<file path="src/verilog/pmc_pkg.sv">
// shared constants and types of the power-managed clock mode controller
// assumes a single 100 MHz controller clock and byte-wide registers
package pmc_pkg;

    // =========================================================
    // timing
    localparam int CLK_PERIOD_NS = 10;
    localparam int CPU_READY_NS = 200;
    localparam int CPU_READY_CYC =
        (CPU_READY_NS + CLK_PERIOD_NS - 1) / CLK_PERIOD_NS;
    // two and a half source cycles, counted in controller half periods
    localparam int SWITCH_HALF_CYCLES = 5;
    localparam int SWITCH_CYC = (SWITCH_HALF_CYCLES + 1) / 2;
    localparam int CNT_W = 8;
    localparam logic [CNT_W-1:0] SWITCH_LOAD = CNT_W'(SWITCH_CYC - 1);
    localparam logic [CNT_W-1:0] CPU_READY_LOAD = CNT_W'(CPU_READY_CYC - 1);

    // =========================================================
    // register map
    localparam int ADDR_W = 2;
    localparam int DATA_W = 8;
    localparam logic [ADDR_W-1:0] ADDR_OSC_CONTROL = 2'h0;
    localparam logic [ADDR_W-1:0] ADDR_TIMER1_CONTROL = 2'h1;
    localparam logic [ADDR_W-1:0] ADDR_MODE_STATUS = 2'h2;
    localparam int OSC_IDLE_BIT = 7;
    localparam int OSC_FREQ_LSB = 4;
    localparam int OSC_PRIMARY_RUN_MODE_BIT = 3;
    localparam int OSC_INT_STB_BIT = 2;
    localparam int OSC_SEL_LSB = 0;
    localparam logic [DATA_W-1:0] OSC_CONTROL_RST = 8'h30;
    localparam int T1_ENABLE_BIT = 0;
    localparam int T1_RUNNING_BIT = 1;
    localparam logic T1_ENABLE_RST = 1'h0;

    // =========================================================
    // enumerations
    typedef enum logic [1:0]
    {
        SRC_PRI = 2'b00,
        SRC_SEC = 2'b01,
        SRC_INT = 2'b10
    } pmc_src_t;

    typedef enum logic [3:0]
    {
        ST_START = 4'b0000,
        ST_RUN = 4'b0001,
        ST_SW_WAIT = 4'b0010,
        ST_SW_OLD = 4'b0011,
        ST_SW_NEW = 4'b0100,
        ST_SLEEP = 4'b0101,
        ST_IDLE = 4'b0110,
        ST_WAKE_WAIT = 4'b0111,
        ST_WAKE_DELAY = 4'b1000
    } pmc_state_t;

endpackage
</file>
<file path="src/verilog/pmc_clock_modes.sv">
// power-managed clock mode controller: run, idle and sleep sequencing
// assumes cpu strobes, wake events and straps come from I_CLK logic;
// oscillator ready levels arrive asynchronously and are synchronised
//
// Operation
// - switch waits new start-up plus 2.5+2.5 cycles
// - status flags encode the active main clock
// - idle-enable sampled when sleep instruction executes
// - sleep with idle clear stops every clock
// - sleep with idle set stops only cpu
// - reset enters primary run, primary flag set
// - primary run sets internal flag if internal primary
// - select 01 moves to secondary, primary off
// - secondary entry postponed until enabled and ready
// - secondary to primary waits primary ready, flags
// - secondary oscillator runs while its enable set
// - upper select bit picks internal run mode
// - frequency select write changes speed immediately
// - internal run entry and exit use switch delay
// - internal to primary waits primary ready, flags
// - sleep shuts oscillator, clears flags, no switch
// - watchdog and secondary oscillators survive sleep/idle
// - sleep wake waits ready or uses internal
// - idle clocks peripherals only, flags unchanged
// - idle exits on wake after cpu-ready delay
// - watchdog time-out wakes to selected run mode
// - primary idle keeps primary running, flag set
// - cpu starts on first cycle after delay
//
// Decided for this implementation: the register addresses and the plain strobed port.
`timescale 1ns/1ps
`default_nettype none

module pmc_clock_modes
(
    // clock and reset
    input wire logic I_CLK,
    input wire logic I_RESET,
    // register port
    input wire logic [pmc_pkg::ADDR_W-1:0] I_ADDR,
    input wire logic [pmc_pkg::DATA_W-1:0] I_WR_DATA,
    input wire logic I_WR_STB,
    input wire logic I_RD_STB,
    output logic [pmc_pkg::DATA_W-1:0] O_RD_DATA,
    // cpu and wake events
    input wire logic I_SLEEP_EXEC,
    input wire logic I_WAKE_IRQ,
    input wire logic I_WDT_TIMEOUT,
    // configuration straps
    input wire logic I_TWO_SPEED_EN,
    input wire logic I_FAILSAFE_EN,
    input wire logic I_WDT_SELECTED,
    input wire logic I_PRI_IS_INTERNAL,
    // oscillator ready levels
    input wire logic I_PRI_READY,
    input wire logic I_SEC_READY,
    input wire logic I_FAST_INT_READY,
    // clock gating and selection
    output logic O_CPU_CLK_EN,
    output logic O_PERIPH_CLK_EN,
    output logic [1:0] O_SYS_CLK_SEL,
    output logic [2:0] O_INT_FREQ_SEL,
    // oscillator enables
    output logic O_PRI_OSC_EN,
    output logic O_SEC_OSC_EN,
    output logic O_FAST_INT_OSC_EN,
    output logic O_SLOW_INT_OSC_EN,
    // clock status flags
    output logic O_PRIMARY_RUNNING_FLAG,
    output logic O_INTERNAL_STABLE_FLAG,
    output logic O_SECONDARY_RUNNING_FLAG
);

    // =========================================================
    // state
    typedef struct packed
    {
        pmc_pkg::pmc_state_t state;
        pmc_pkg::pmc_src_t cur;
        pmc_pkg::pmc_src_t nxt;
        logic [pmc_pkg::CNT_W-1:0] cnt;
        logic sleep_pend;
        logic idle_pend;
        logic idle_enable;
        logic [2:0] internal_freq_select;
        logic [1:0] clock_select;
        logic secondary_osc_enable;
        logic primary_running_flag;
        logic internal_stable_flag;
        logic secondary_running_flag;
        logic cpu_en;
        logic per_en;
        pmc_pkg::pmc_src_t clk_sel;
        logic pri_osc;
        logic fast_osc;
        logic slow_osc;
        logic sec_osc;
        logic [pmc_pkg::DATA_W-1:0] rdata;
        logic [2:0] sync_a;
        logic [2:0] sync_b;
    } pmc_regs_t;

    pmc_regs_t q_q;
    pmc_regs_t q_d;

    logic pri_rdy;
    logic sec_rdy;
    logic fast_rdy;
    logic wake;
    logic sec_ok;
    logic sleep_go;
    logic sleep_idle;
    logic in_switch;
    pmc_pkg::pmc_src_t tgt;

    assign pri_rdy = q_q.sync_b[0];
    assign sec_rdy = q_q.sync_b[1];
    assign fast_rdy = q_q.sync_b[2];
    assign wake = I_WAKE_IRQ | I_WDT_TIMEOUT;
    assign sec_ok = q_q.secondary_osc_enable & sec_rdy;
    assign sleep_go = I_SLEEP_EXEC | q_q.sleep_pend;
    // a pending sleep keeps the idle-enable value of its own instruction
    assign sleep_idle = I_SLEEP_EXEC ? q_q.idle_enable : q_q.idle_pend;

    // =========================================================
    // helpers
    function automatic pmc_pkg::pmc_src_t want_src(
        input logic [1:0] sel,
        input logic ok,
        input pmc_pkg::pmc_src_t cur
    );
        pmc_pkg::pmc_src_t r;
        r = pmc_pkg::SRC_PRI;
        if (sel[1])
        begin
            r = pmc_pkg::SRC_INT;
        end
        else if (sel[0])
        begin
            r = ok ? pmc_pkg::SRC_SEC : cur;
        end
        return r;
    endfunction

    function automatic logic src_ready(
        input pmc_pkg::pmc_src_t s,
        input logic p_rdy,
        input logic s_rdy
    );
        logic r;
        r = 1'b1;
        case (s)
            pmc_pkg::SRC_PRI: r = p_rdy;
            pmc_pkg::SRC_SEC: r = s_rdy;
            default: r = 1'b1;
        endcase
        return r;
    endfunction

    // flags as {primary running, internal stable, secondary running}
    function automatic logic [2:0] run_flags(
        input pmc_pkg::pmc_src_t s,
        input logic f_rdy,
        input logic pri_int,
        input logic [2:0] freq
    );
        logic [2:0] r;
        r = 3'h0;
        case (s)
            pmc_pkg::SRC_PRI: r = {1'b1, pri_int & f_rdy, 1'b0};
            pmc_pkg::SRC_SEC: r = 3'h1;
            pmc_pkg::SRC_INT: r = {1'b0, f_rdy & (freq != 3'h0), 1'b0};
            default: r = 3'h0;
        endcase
        return r;
    endfunction

    assign tgt = want_src(q_q.clock_select, sec_ok, q_q.cur);

    // =========================================================
    // next state
    always_comb
    begin
        q_d = q_q;
        q_d.sync_a = {I_FAST_INT_READY, I_SEC_READY, I_PRI_READY};
        q_d.sync_b = q_q.sync_a;
        q_d.rdata = 8'h00;
        if (I_WR_STB && I_ADDR == pmc_pkg::ADDR_OSC_CONTROL)
        begin
            q_d.idle_enable = I_WR_DATA[pmc_pkg::OSC_IDLE_BIT];
            // frequency reaches the divider on the next edge
            q_d.internal_freq_select =
                I_WR_DATA[pmc_pkg::OSC_FREQ_LSB +: 3];
            q_d.clock_select = I_WR_DATA[pmc_pkg::OSC_SEL_LSB +: 2];
        end
        if (I_WR_STB && I_ADDR == pmc_pkg::ADDR_TIMER1_CONTROL)
        begin
            q_d.secondary_osc_enable = I_WR_DATA[pmc_pkg::T1_ENABLE_BIT];
        end
        if (I_RD_STB)
        begin
            case (I_ADDR)
                pmc_pkg::ADDR_OSC_CONTROL:
                begin
                    q_d.rdata[pmc_pkg::OSC_IDLE_BIT] = q_q.idle_enable;
                    q_d.rdata[pmc_pkg::OSC_FREQ_LSB +: 3] =
                        q_q.internal_freq_select;
                    q_d.rdata[pmc_pkg::OSC_PRIMARY_RUN_MODE_BIT] =
                        q_q.primary_running_flag;
                    q_d.rdata[pmc_pkg::OSC_INT_STB_BIT] =
                        q_q.internal_stable_flag;
                    q_d.rdata[pmc_pkg::OSC_SEL_LSB +: 2] = q_q.clock_select;
                end
                pmc_pkg::ADDR_TIMER1_CONTROL:
                begin
                    q_d.rdata[pmc_pkg::T1_ENABLE_BIT] =
                        q_q.secondary_osc_enable;
                    q_d.rdata[pmc_pkg::T1_RUNNING_BIT] =
                        q_q.secondary_running_flag;
                end
                pmc_pkg::ADDR_MODE_STATUS:
                begin
                    q_d.rdata = {q_q.cur, 2'h0, q_q.state};
                end
                default: q_d.rdata = 8'h00;
            endcase
        end

        case (q_q.state)
            pmc_pkg::ST_START:
            begin
                // gates stay shut for the switch delay only; ready of the first source is not awaited
                if (I_TWO_SPEED_EN)
                begin
                    q_d.cur = pmc_pkg::SRC_INT;
                    q_d.clk_sel = pmc_pkg::SRC_INT;
                end
                q_d.cnt = pmc_pkg::SWITCH_LOAD;
                q_d.state = pmc_pkg::ST_SW_NEW;
            end
            pmc_pkg::ST_RUN:
            begin
                q_d.sleep_pend = 1'b0;
                if (sleep_go)
                begin
                    q_d.cpu_en = 1'b0;
                    if (sleep_idle)
                    begin
                        // flags keep their run values in idle
                        q_d.state = pmc_pkg::ST_IDLE;
                    end
                    else
                    begin
                        q_d.per_en = 1'b0;
                        q_d.primary_running_flag = 1'b0;
                        q_d.internal_stable_flag = 1'b0;
                        q_d.secondary_running_flag = 1'b0;
                        q_d.state = pmc_pkg::ST_SLEEP;
                    end
                end
                else if (tgt != q_q.cur)
                begin
                    // old clock keeps running while the new one starts
                    q_d.nxt = tgt;
                    q_d.state = pmc_pkg::ST_SW_WAIT;
                end
                else
                begin
                    {q_d.primary_running_flag, q_d.internal_stable_flag,
                        q_d.secondary_running_flag} = run_flags(q_q.cur,
                        fast_rdy, I_PRI_IS_INTERNAL,
                        q_q.internal_freq_select);
                end
            end
            pmc_pkg::ST_SW_WAIT:
            begin
                if (I_SLEEP_EXEC)
                begin
                    q_d.sleep_pend = 1'b1;
                    q_d.idle_pend = q_q.idle_enable;
                end
                if (src_ready(q_q.nxt, pri_rdy, sec_rdy))
                begin
                    q_d.cpu_en = 1'b0;
                    q_d.per_en = 1'b0;
                    q_d.cnt = pmc_pkg::SWITCH_LOAD;
                    q_d.state = pmc_pkg::ST_SW_OLD;
                end
            end
            pmc_pkg::ST_SW_OLD:
            begin
                q_d.cnt = q_q.cnt - 1'b1;
                if (q_q.cnt == '0)
                begin
                    // selector moves only with both gates shut
                    q_d.cur = q_q.nxt;
                    q_d.clk_sel = q_q.nxt;
                    q_d.cnt = pmc_pkg::SWITCH_LOAD;
                    q_d.state = pmc_pkg::ST_SW_NEW;
                end
            end
            pmc_pkg::ST_SW_NEW:
            begin
                q_d.cnt = q_q.cnt - 1'b1;
                if (q_q.cnt == '0)
                begin
                    q_d.cpu_en = 1'b1;
                    q_d.per_en = 1'b1;
                    {q_d.primary_running_flag, q_d.internal_stable_flag,
                        q_d.secondary_running_flag} = run_flags(q_q.cur,
                        fast_rdy, I_PRI_IS_INTERNAL,
                        q_q.internal_freq_select);
                    q_d.state = pmc_pkg::ST_RUN;
                end
            end
            pmc_pkg::ST_SLEEP:
            begin
                if (wake)
                begin
                    // run from the internal block while the target starts
                    if ((I_TWO_SPEED_EN || I_FAILSAFE_EN) &&
                        !src_ready(tgt, pri_rdy, sec_rdy))
                    begin
                        q_d.cur = pmc_pkg::SRC_INT;
                        q_d.clk_sel = pmc_pkg::SRC_INT;
                    end
                    else
                    begin
                        q_d.cur = tgt;
                        q_d.clk_sel = tgt;
                    end
                    q_d.state = pmc_pkg::ST_WAKE_WAIT;
                end
            end
            pmc_pkg::ST_IDLE:
            begin
                if (wake)
                begin
                    q_d.cnt = pmc_pkg::CPU_READY_LOAD;
                    q_d.state = pmc_pkg::ST_WAKE_DELAY;
                end
            end
            pmc_pkg::ST_WAKE_WAIT:
            begin
                // unclocked until the chosen source reports ready
                if (src_ready(q_q.cur, pri_rdy, sec_rdy))
                begin
                    q_d.per_en = 1'b1;
                    q_d.cnt = pmc_pkg::CPU_READY_LOAD;
                    q_d.state = pmc_pkg::ST_WAKE_DELAY;
                end
            end
            pmc_pkg::ST_WAKE_DELAY:
            begin
                q_d.cnt = q_q.cnt - 1'b1;
                if (q_q.cnt == '0)
                begin
                    q_d.cpu_en = 1'b1;
                    q_d.state = pmc_pkg::ST_RUN;
                end
            end
            default: q_d.state = pmc_pkg::ST_START;
        endcase

        // oscillator enables follow the settled next state
        in_switch = q_d.state == pmc_pkg::ST_SW_WAIT ||
            q_d.state == pmc_pkg::ST_SW_OLD ||
            q_d.state == pmc_pkg::ST_SW_NEW;
        q_d.pri_osc = q_d.state != pmc_pkg::ST_SLEEP &&
            (q_d.cur == pmc_pkg::SRC_PRI ||
            (in_switch && q_d.nxt == pmc_pkg::SRC_PRI));
        q_d.fast_osc = q_d.state != pmc_pkg::ST_SLEEP &&
            ((q_d.cur == pmc_pkg::SRC_INT &&
            q_d.internal_freq_select != 3'h0) ||
            (q_d.cur == pmc_pkg::SRC_PRI && I_PRI_IS_INTERNAL) ||
            (in_switch && q_d.nxt == pmc_pkg::SRC_INT));
        q_d.slow_osc = I_WDT_SELECTED || (q_d.state != pmc_pkg::ST_SLEEP &&
            q_d.cur == pmc_pkg::SRC_INT &&
            q_d.internal_freq_select == 3'h0);
        q_d.sec_osc = q_d.secondary_osc_enable;
    end

    // =========================================================
    // registers
    always_ff @(posedge I_CLK or posedge I_RESET)
    begin
        if (I_RESET)
        begin
            q_q <= '0;
            q_q.state <= pmc_pkg::ST_START;
            q_q.cur <= pmc_pkg::SRC_PRI;
            q_q.nxt <= pmc_pkg::SRC_PRI;
            q_q.clk_sel <= pmc_pkg::SRC_PRI;
            q_q.idle_enable <= pmc_pkg::OSC_CONTROL_RST[pmc_pkg::OSC_IDLE_BIT];
            q_q.internal_freq_select <=
                pmc_pkg::OSC_CONTROL_RST[pmc_pkg::OSC_FREQ_LSB +: 3];
            q_q.clock_select <=
                pmc_pkg::OSC_CONTROL_RST[pmc_pkg::OSC_SEL_LSB +: 2];
            q_q.secondary_osc_enable <= pmc_pkg::T1_ENABLE_RST;
            q_q.primary_running_flag <= 1'b1;
            q_q.pri_osc <= 1'b1;
        end
        else
        begin
            q_q <= q_d;
        end
    end

    assign O_RD_DATA = q_q.rdata;
    assign O_CPU_CLK_EN = q_q.cpu_en;
    assign O_PERIPH_CLK_EN = q_q.per_en;
    assign O_SYS_CLK_SEL = q_q.clk_sel;
    assign O_INT_FREQ_SEL = q_q.internal_freq_select;
    assign O_PRI_OSC_EN = q_q.pri_osc;
    assign O_SEC_OSC_EN = q_q.sec_osc;
    assign O_FAST_INT_OSC_EN = q_q.fast_osc;
    assign O_SLOW_INT_OSC_EN = q_q.slow_osc;
    assign O_PRIMARY_RUNNING_FLAG = q_q.primary_running_flag;
    assign O_INTERNAL_STABLE_FLAG = q_q.internal_stable_flag;
    assign O_SECONDARY_RUNNING_FLAG = q_q.secondary_running_flag;

    // =========================================================
    // checks
    localparam int DLY = pmc_pkg::CPU_READY_CYC;
    logic [2:0] flags;
    logic run_now;
    assign flags = {O_PRIMARY_RUNNING_FLAG, O_INTERNAL_STABLE_FLAG,
        O_SECONDARY_RUNNING_FLAG};
    assign run_now = q_q.state == pmc_pkg::ST_RUN;
endmodule

`default_nettype wire

</file>
<file path="config.mk">
export PLATFORM = sky130hd
export DESIGN_NAME = pmc_clock_modes
export DESIGN_NICKNAME = d
export VERILOG_FILES = /design/src/verilog/pmc_pkg.sv /design/src/verilog/pmc_clock_modes.sv
export SDC_FILE = /design/constraint.sdc
export NUM_CORES = 1
export LEC_CHECK = 0
export BUFFER_PORTS_ARGS = -buffer_cell sky130_fd_sc_hd__buf_2
export CORE_MARGIN = 2
export CORE_UTILIZATION = 36
export CTS_CLUSTER_DIAMETER = 80
export CTS_CLUSTER_SIZE = 8
export DETAILED_ROUTE_END_ITERATION = 6
export GPL_TIMING_DRIVEN = 0
export PLACE_DENSITY = 0.61
export SLEW_MARGIN = 30
export SYNTH_ARGS = -nofsm -noshare
export SYNTH_HDL_FRONTEND = slang
export SYNTH_SLANG_ARGS = --single-unit
export TNS_END_PERCENT = 1
</file>
<file path="constraint.sdc">
create_clock -name I_CLK -period 4.8 [get_ports I_CLK]
set_clock_uncertainty 0.1 [all_clocks]
set_input_delay 1.2 -clock I_CLK [delete_from_list [all_inputs] [get_ports I_CLK]]
set_output_delay 1.2 -clock I_CLK [all_outputs]
set_load 0.005 [all_outputs]
</file>
==> metrics.yaml, run 1 <==
placed_design:
  gp_congestion: 0.9125
  dpl.hpwl_um: 4721
  port-buffer-count: 41
  place_ws_ns: 1.705
  place_inst: 425
floorplan:
  die-area_um2: 8365
  dieHeight_um: 91.46
  die_width_um: 91.46
  initial_core_util_pct: 37.57
  io_pins: 46
  fp.coreArea_um2: 7331
  rows: 31
detailed_routing:
  drt_first_pass_iters: 4
  wirelength_um: 6340
  viasPerCell: 4.947
  drt-initial-drc-count: 177
  routedWlPerCell_um: 14.64
  dr_total_vias: 2142
  ant_nets: 0
  drc: 0
critical_path:
  reg2reg_from: "q_q[48]"
  worstSetupStartpointType: "input pin"
  end_kind: "register"
  r2r_end: "q_q[38]"
  cp_cell_sequence: "buf_2 > or2_2 > nor4b_2 > mux2_2 > a21o_1 > o22ai_1"
  worst_ep_required_time_ns: 4.93
  reg2reg_slack_ns: 2.15
  cpPeakStageDelay_ns: 0.53
  critPathSlowestCell: "nor4b_2"
  crit_type: "input pin to register"
  worst_ep_arrival_time_ns: 2.93
  path_max_fanout: 6
  rr_worst_depth: 7
timing:
  drv_slew: 0
  finalSetupViolations: 0
  period_needed_ns: 2.797
  fin_ws_ns: 2.003
  slew_headroom_pct: 53.92
  finalHoldViolCount: 0
  rsz0062_at_grt: "no"
  tns_ns: 0
  fin_crit_sh_pct: 58.28
  fmax_ghz: 0.3575
  worst_pin_slew_ns: 0.6895
yosys:
  ys_seq_elements: 49
  yosys.area.top_type: "dfrtp_1"
  yosys_warnings: 0
  syn_inst: 285
  synth_area_leaders: "dfrtp_1, mux2i_1, nor2_1"
  syn_nets: 311
  ys_seq_area_share_pct: 44.71
  synthFlopType: "dfrtp_1"
  synth.most_common_cell: "dfrtp_1"
  synthDistinctLibCells: 58
  syn_area_um2: 2754
  synth_common_cells: "dfrtp_1, nor2_1, nand2_1"
  synth_edf_count: 0
  syn_avg_cell_area_um2: 9.663
  async_flop_share_pct: 100.0
  yosys.area.top_type_share_pct: 40.89
outcome:
  status: "finished, final reports clean"
grt:
  grt_overflow: 0
  grt_pass1_wl_um: 10470
  grt_pass1_vias: 2007
  grt_use_total_pct: 15.91
  grt_max_degree: 50
  antenna_found_initial: 0
clock_tree:
  clockBufferDepth: 2
  cts_setup_buffers: 0
  cts-root-buf: "clkbuf_8"
  clock_sinks: 49
  cts_made_buffers: 5
  cts_tree: "done"
  worstSkewPairLatency_ns: 0.31
  h-tree-depth: 2
  clk_pin_slew_worst_paths_ns: 0.10
  ctsResizeCount: 0
  ctsHoldBuffers: 0
worst_hold_path:
  hp-start: "q_d[1]"
  hold_depth: 0
  worst_hold_path_type: "register to register"
  min_to: "q_q[1]"
finish:
  fill_cells: 734
  layout-drive-gt1-share_pct: 28.14
  seqCellArea_um2: 1231
  final_nets: 359
  multiInputGateArea_um2: 1315
  diodes: 0
  fin_cells: 433
  syn_to_final_growth_pct: 15.36
pwr:
  peakVddDrop_v: 0.0002364
  cellPowerDensity_nw_per_um2: 591.0
  leakagePower_nw: 1.456
flow_run:
  timing.max_cap.violations: 0
## layout by cell type, fill, tap and decap left out, types with 4 or more instances in the layout
| master | Yosys | layout |
|---|---|---|
| clkbuf_8 | 0 | 5 |
| dfrtp_1 | 45 | 45 |
| nand2_1 | 22 | 22 |
| nor3_1 | 6 | 6 |
| inv_1 | 11 | 10 |
| o22ai_1 | 5 | 5 |
| and3_1 | 4 | 4 |
| buf_2 | 5 | 46 |
| mux2i_1 | 11 | 11 |
| mux2_2 | 9 | 9 |
| nor2_1 | 29 | 29 |
| dfstp_2 | 4 | 4 |
| nand3_1 | 6 | 6 |
| xor2_1 | 4 | 4 |
| nand3b_1 | 5 | 5 |
| nand2b_1 | 12 | 12 |
| o21ai_0 | 12 | 12 |
| buf_4 | 13 | 13 |
| clkbuf_1 | 8 | 8 |
| a21o_1 | 4 | 4 |
| a21oi_1 | 9 | 9 |
| o211ai_1 | 4 | 4 |
| and2_1 | 6 | 6 |
| nor3b_1 | 4 | 4 |
## critical path, delay by kind of cell
kind	cells	cell delay (ns)
simple gates	2	0.86
mux	1	0.42
compound gates	2	0.33
buf+inv	1	0.13
## how the worst max path moves through the flow
stage | slack, ns | end | startpoint
CTS | 2.03 | O_FAST_INT_OSC_EN | I_SLEEP_EXEC
finish | 2.00 | O_FAST_INT_OSC_EN | I_SLEEP_EXEC
global route | 1.88 | q_q[39] | q_q[48]
floorplan | 2.05 | O_PRI_OSC_EN | I_SLEEP_EXEC
global placement | 1.66 | O_PRI_OSC_EN | I_SLEEP_EXEC
detailed placement | 1.70 | O_FAST_INT_OSC_EN | I_SLEEP_EXEC
## where the power goes
group	switching, mW	leakage (nW)	internal [mW]
logic	0.559	0.803	0.426
registers	0.0940	0.609	0.546
clock network	0.148	0.0445	0.104
## area by class of cell
type,count,share of cell area (%)
Tap cell,99,3.899
Multi-Input combinational cell,197,41.39
Inverter,11,1.378
Sequential cell,49,38.76
Clock buffer,5,2.166
Timing Repair Buffer,41,6.459
Buffer,28,5.278
Clock inverter,3,0.6696
## metrics by stage
| step | area [um^2] | hold slack [ns] | power (mW) | utilization, % |
|---|---|---|---|---|
| after floorplan | 2754 | 0.2312 | 1.367 | - |
| after global placement | 3083 | 0.2325 | 1.618 | 42.06 |
| after detailed placement | 3085 | 0.2387 | 1.632 | 42.09 |
| after CTS | 3176 | 0.2625 | 1.891 | 43.32 |
| after global routing | 3177 | 0.2660 | 2.037 | 43.34 |
| final | 3177 | 0.2584 | 1.878 | 43.34 |
## per-layer routing
layer	GRT usage, %	vias to the layer above	wire (um)
met4	4.924	0	84
met5	0	-	0
met1	23.99	1006	3237
met3	2.656	5	207
li1	-	1087	-
met2	23.10	44	2811
## sequential cells by signal, indices dropped and copies added (netlist names)
signal / count
q_q: 22
O_SEC_OSC_EN: 1
O_FAST_INT_OSC_EN: 1
O_RD_DATA: 8
fast_rdy: 1
O_CPU_CLK_EN: 1
O_INTERNAL_STABLE_FLAG: 1
O_PERIPH_CLK_EN: 1
O_PRI_OSC_EN: 1
O_INT_FREQ_SEL: 3
O_PRIMARY_RUNNING_FLAG: 1
q_d: 3
O_SECONDARY_RUNNING_FLAG: 1
O_SYS_CLK_SEL: 2
pri_rdy: 1
O_SLOW_INT_OSC_EN: 1
## logic make-up (layout without fill, tap and decap cells)
family                   count (synthesis)  in the layout  synth area share, %
AO/OA/AOI/OAI                           62             62                16.13
AND/OR/NAND/NOR                        109            109                21.72
XOR/XNOR                                 4              4                1.272
buffers and inverters                   39             88                7.587
flip-flops                              49             49                44.71
adder cells (fa/ha/maj)                  2              2               0.9085
multiplexers                            20             20                7.679
Note: power is estimated with default switching activity, not from simulation.
==> inputs of run 2 (changes only) <==
==> constraint.sdc (replaced) <==
create_clock -name I_CLK -period 2.6 [get_ports I_CLK]
set_clock_uncertainty 0.1 [all_clocks]
set_input_delay 0.65 -clock I_CLK [delete_from_list [all_inputs] [get_ports I_CLK]]
set_output_delay 0.65 -clock I_CLK [all_outputs]
set_load 0.005 [all_outputs]
==> run 2 against run 1 <==
  * Clock power is 84% higher
  * Cell count stayed put
  * Critical path type is now register to register
  * Highest routed layer unchanged
  * Flip-flop and latch count unchanged
==> metrics.yaml, run 2 (same netlist as run 1, synthesis figures left out) <==
outcome:
  status: "finished, final reports clean"
timing:
  finalSetupViolations: 0  # unchanged
  fin_crit_sh_pct: 96.09
  tns_ns: 0  # unchanged
  fmax_ghz: 0.4003
  finalHoldViolCount: 0  # unchanged
  slew_headroom_pct: 60.59  # +6.7 points
  holdWs_ns: 0.2587  # +0.0003240 ns
  drv_slew: 0  # unchanged
  fin_ws_ns: 0.1018  # -1.901 ns
  period_needed_ns: 2.498
  rsz0062_at_grt: "no"
  worst_pin_slew_ns: 0.5912  # -0.09828 ns
pwr:
  clockPowerShare_pct: 13.2  # -0.2 points
  p_sw_share_pct: 42.60  # -0.10 points
  cellPowerDensity_nw_per_um2: 1093  # +85%
  leakagePower_nw: 1.474  # +1.2%
  intPower_mw: 2.019  # +88%
  power_mw: 3.517  # +87%
  power_switching_mw: 1.498  # +87%
  combinationalPowerShare_pct: 52.5  # about the same
  peakVddDrop_v: 0.0004364  # +85%
  pwr-share-seq_pct: 34.3  # +0.2 points
finish:
  fin_area_um2: 3219  # +1.3%
  fill_cells: 728  # -0.82%
  diodes: 0  # unchanged
  utilization_pct: 43.92  # +0.58 points
  layout-drive-gt1-share_pct: 30.54  # +2.4 points
  final_nets: 359  # unchanged
  fin_cells: 433  # unchanged
  layout_common_cells: "dfrtp_1, buf_2, nor2_1, nand2_1, buf_4"
  largest_reg_flops: 22  # unchanged
  syn_to_final_growth_pct: 16.90
  largest_register: "q_q"
critical_path:
  crit_type: "register to register"
  reg2reg_from: "q_q[47]"
  rr_worst_depth: 8  # +1
  r2r_end: "O_FAST_INT_OSC_EN"
  reg2reg_slack_ns: 0.10  # -2.05 ns
  end_kind: "register"
  worst_ep_arrival_time_ns: 2.63  # -0.30 ns
  worst_ep_required_time_ns: 2.73  # -2.20 ns
  path_max_fanout: 9  # +3
  worstSetupStartpointType: "register"
floorplan:
  die_width_um: 91.46  # unchanged
  fp.coreArea_um2: 7331  # unchanged
  io_pins: 46  # unchanged
  initial_core_util_pct: 37.57  # unchanged
  rows: 31  # unchanged
  dieHeight_um: 91.46  # unchanged
  die-area_um2: 8365  # unchanged
grt:
  grt_pass1_vias: 2007  # unchanged
  grt_max_degree: 50  # unchanged
  grt_use_total_pct: 15.89  # -0.018 points
  grt_overflow: 0  # unchanged
  grt_pass1_wl_um: 10460  # about the same
  antenna_found_initial: 0  # unchanged
detailed_routing:
  viasPerCell: 4.949  # about the same
  drt_first_pass_iters: 4  # unchanged
  drt-initial-drc-count: 159  # -10%
  wirelength_um: 6367  # +0.43%
  drc: 0  # unchanged
  routedWlPerCell_um: 14.70  # +0.43%
  ant_nets: 0  # unchanged
  dr_total_vias: 2143  # +0.047%
placed_design:
  placed_area_um2: 3085  # unchanged
  port-buffer-count: 41  # unchanged
  place_ws_ns: -0.06481  # -1.769 ns
  gp_congestion: 0.9125  # unchanged
  dpl.hpwl_um: 4721  # unchanged
  place_inst: 425  # unchanged
worst_hold_path:
  worst_hold_path_type: "register to register"
  min_to: "q_q[1]"
  hp-start: "q_d[1]"
  hold_depth: 0  # unchanged
clock_tree:
  h-tree-depth: 2  # unchanged
  clockBufferDepth: 2  # unchanged
  cts_made_buffers: 5  # unchanged
  cts_tree: "done"
  clk_pin_slew_worst_paths_ns: 0.10  # about the same
  worstSkewPairLatency_ns: 0.31  # about the same
  clock_sinks: 49  # unchanged
  cts-root-buf: "clkbuf_8"
flow_run:
  timing.max_cap.violations: 0  # unchanged
run 2: power groups by stage:
stage,combinational [mW],sequential [mW],clock [mW]
2_1_floorplan,1.37,1.15,0
3_3_place_gp,1.80,1.19,0
3_5_place_dp,1.82,1.19,0
4_1_cts,1.83,1.19,0.483
5_1_grt,2.06,1.24,0.514
6_report,1.85,1.21,0.463
run 2: worst max-delay path, cell delays in order, from the launching register on:
cell,delay (ns)
dfrtp_1,0.38
buf_2,0.17
nand2b_1,0.15
buf_2,0.19
nor2_2,0.18
nor4b_2,0.51
mux2_2,0.42
a21o_1,0.18
o22ai_1,0.15
run 2: timing repair:
item	in CTS	in global routing
setup endpoints to repair	6	9
hold buffers	0	0
gates resized for setup	3	8
pin swaps	0	1
buffers inserted	0	1
run 2: how the worst max path moves through the flow:
stage	from	endpoint	slack, ns
2_1_floorplan	q_q[34]	O_PRI_OSC_EN	0.27
3_3_place_gp	pri_rdy	O_PRI_OSC_EN	-0.08
3_5_place_dp	q_q[46]	O_FAST_INT_OSC_EN	-0.06
4_1_cts	q_q[46]	O_FAST_INT_OSC_EN	0.02
5_1_grt	q_q[34]	O_PRI_OSC_EN	0.0001
6_report	q_q[47]	O_FAST_INT_OSC_EN	0.10
run 2: routing by layer:
metal / track usage, % / share of wire [%] / vias to the layer above
met4: 4.924 / 1.3 / 0
li1: - / - / 1094
met1: 23.94 / 52 / 1006
met5: 0 / 0 / -
met3: 2.656 / 2.8 / 5
met2: 23.10 / 44 / 38
run 2: cell type report:
cell class	instances	area, um^2	area share [%]
inverter	11	43.79	1.360
sequential	49	1231	38.24
clock buffer	5	68.82	2.138
timing repair buffer	42	212.7	6.607
multi-input combinational	197	1349	41.90
tap	99	123.9	3.848
clock inverter	3	21.27	0.6607
buffer	27	168.9	5.247
==> inputs of run 3 (changes only) <==
--- a/config.mk
+++ b/config.mk
@@ -11,7 +11,6 @@
 export CTS_CLUSTER_DIAMETER = 80
 export CTS_CLUSTER_SIZE = 8
 export DETAILED_ROUTE_END_ITERATION = 6
-export GPL_TIMING_DRIVEN = 0
 export PLACE_DENSITY = 0.61
 export SLEW_MARGIN = 30
 export SYNTH_ARGS = -nofsm -noshare
==> constraint.sdc (replaced) <==
create_clock -name I_CLK -period 2.6 [get_ports I_CLK]
set_clock_uncertainty 0.1 [all_clocks]
set_input_delay 0.65 -clock I_CLK [delete_from_list [all_inputs] [get_ports I_CLK]]
set_output_delay 0.65 -clock I_CLK [all_outputs]
set_load 0.02 [all_outputs]
==> run 3 against run 2 <==
  * Critical path depth unchanged
  * Combinational power up 10%
  * Cell area up 2.6%
  * Flip-flop and latch count stayed put
  * Maximum frequency is 0.15% lower
  * Via count increased by 4.7%
  * Core utilization rose by 1.2 points
  * Largest cell class unchanged
  * Largest power group unchanged
==> metrics.yaml, run 3 (same netlist as run 1, synthesis figures left out) <==
grt:
  grt_max_degree: 21  # -58%
  antenna_found_initial: 0  # unchanged
  grt_pass1_vias: 2161  # +7.7%
  grt_pass1_wl_um: 10740  # +2.6%
  grt_overflow: 0  # unchanged
  grt_use_total_pct: 15.96  # +0.076 points
detailed_routing:
  dr_total_vias: 2243  # +4.7%
  drc: 0  # unchanged
  drt-initial-drc-count: 164  # +3.1%
  viasPerCell: 5.133  # +3.7%
  routedWlPerCell_um: 14.74  # +0.24%
  drt_first_pass_iters: 4  # unchanged
  ant_nets: 0  # unchanged
  wirelength_um: 6441  # +1.2%
finish:
  final_nets: 363  # +1.1%
  seqCellArea_um2: 1231  # unchanged
  fin_area_um2: 3304  # +2.6%
  layout_common_cells: "dfrtp_1, buf_2, buf_4, nor2_1, nand2_1"
  largest_register: "q_q"
  layout-drive-gt1-share_pct: 32.54  # +2.0 points
  largest_reg_flops: 22  # unchanged
  layout_commonest_cell: "dfrtp_1"
  fill_cells: 698  # -4.1%
  multiInputGateArea_um2: 1344  # -0.37%
  diodes: 0  # unchanged
  fin_cells: 437  # +0.92%
  syn_to_final_growth_pct: 19.99
floorplan:
  io_pins: 46  # unchanged
  dieHeight_um: 91.46  # unchanged
  die-area_um2: 8365  # unchanged
  die_width_um: 91.46  # unchanged
  rows: 31  # unchanged
  fp.coreArea_um2: 7331  # unchanged
  initial_core_util_pct: 37.57  # unchanged
placed_design:
  gp_congestion: 0.8764  # -4.0%
  port-buffer-count: 43  # +4.9%
  placed_area_um2: 3120  # +1.1%
  dpl.hpwl_um: 4909  # +4.0%
  place_inst: 425  # unchanged
critical_path:
  worst_ep_required_time_ns: 2.74  # about the same
  reg2reg_from: "q_q[27]"
  rr_worst_depth: 8  # unchanged
  path_max_fanout: 5  # -4
  crit_type: "register to register"
  worst_ep_arrival_time_ns: 2.64  # about the same
  worstSetupStartpointType: "register"
  end_kind: "register"
  r2r_end: "O_PRI_OSC_EN"
  reg2reg_slack_ns: 0.1  # about the same
timing:
  drv_slew: 0  # unchanged
  slew_headroom_pct: 68.46  # +7.9 points
  period_needed_ns: 2.502  # +0.003784 ns
  fin_crit_sh_pct: 96.23  # +0.15 points
  worst_pin_slew_ns: 0.4731  # -0.1181 ns
  finalSetupViolations: 0  # unchanged
  finalHoldViolCount: 0  # unchanged
  fmax_ghz: 0.3997  # -0.15%
clock_tree:
  clk_pin_slew_worst_paths_ns: 0.10  # about the same
  h-tree-depth: 2  # unchanged
  cts_tree: "done"
  clockBufferDepth: 2  # unchanged
  worstSkewPairLatency_ns: 0.31  # about the same
  ctsHoldBuffers: 0  # unchanged
  clock_sinks: 49  # unchanged
  cts_made_buffers: 5  # unchanged
  cts-root-buf: "clkbuf_8"
pwr:
  peakVddDrop_v: 0.0003744  # -14%
  leakagePower_nw: 1.534  # +4.1%
  cellPowerDensity_nw_per_um2: 1168  # +6.9%
  power_mw: 3.861  # +9.8%
outcome:
  status: "finished, final reports clean"
flow_run:
  timing.max_cap.violations: 0  # unchanged
worst_hold_path:
  worst_hold_path_type: "input pin to asynchronous set/reset pin"
run 3: where the power goes:
group	switching [mW]	leakage (nW)	internal [mW]
clock	0.273	0.0633	0.320
sequential	0.218	0.609	1.01
combinational	1.13	0.862	0.913
run 3: critical path, stage by stage (launching register included):
cell and delay [ns]:
dfrtp_1 0.44, or3_4 0.42, a21oi_4 0.17, nor4b_2 0.07, buf_4 0.15, nand4bb_4 0.20, or4_1 0.53, a21o_1 0.19
o22ai_1 0.15
run 3: worst max path at each step:
stage | from | end | cells past startpoint
6_report | q_q[27] | O_PRI_OSC_EN | 8
5_1_grt | q_q[35] | O_PRI_OSC_EN | 9
4_1_cts | q_q[27] | O_PRI_OSC_EN | 8
3_5_place_dp | q_q[34] | O_PRI_OSC_EN | 9
3_3_place_gp | q_q[34] | O_PRI_OSC_EN | 9
2_1_floorplan | q_q[34] | O_PRI_OSC_EN | 10
run 3: repair_timing:
| action | CTS | global route |
|---|---|---|
| setup buffers | 0 | 4 |
| pin swaps | 0 | 1 |
| endpoints found under the setup margin | 2 | 3 |
| gates resized for setup | 1 | 4 |
run 3: layer usage:
metal	GRT usage, %	vias up	part of all wire (%)
met3	3.154	8	4.0
li1	-	1098	-
met2	23.10	56	45
met5	0	-	0
met4	4.672	0	1.3
met1	23.96	1081	50
run 3: metrics by stage:
step            TNS (ns)  util [%]  hold WS, ns  worst slack (ns)
5_1_grt         -0.03725     45.08       0.2344          -0.01333
4_1_cts                0     44.32       0.2247           0.08229
6_report               0     45.08       0.2148           0.09801
2_1_floorplan          0         -       0.2312            0.2715
3_3_place_gp           0     42.57       0.2343           0.04069
3_5_place_dp   -0.004981     42.57       0.2347         -0.004981
run 3: layout make-up:
cell class	count	area share (%)
Tap cell	99	3.749
Timing Repair Buffer	73	13.33
Multi-Input combinational cell	197	40.67
Clock buffer	6	2.499
Inverter	11	1.250
Clock inverter	2	1.250
Sequential cell	49	37.26
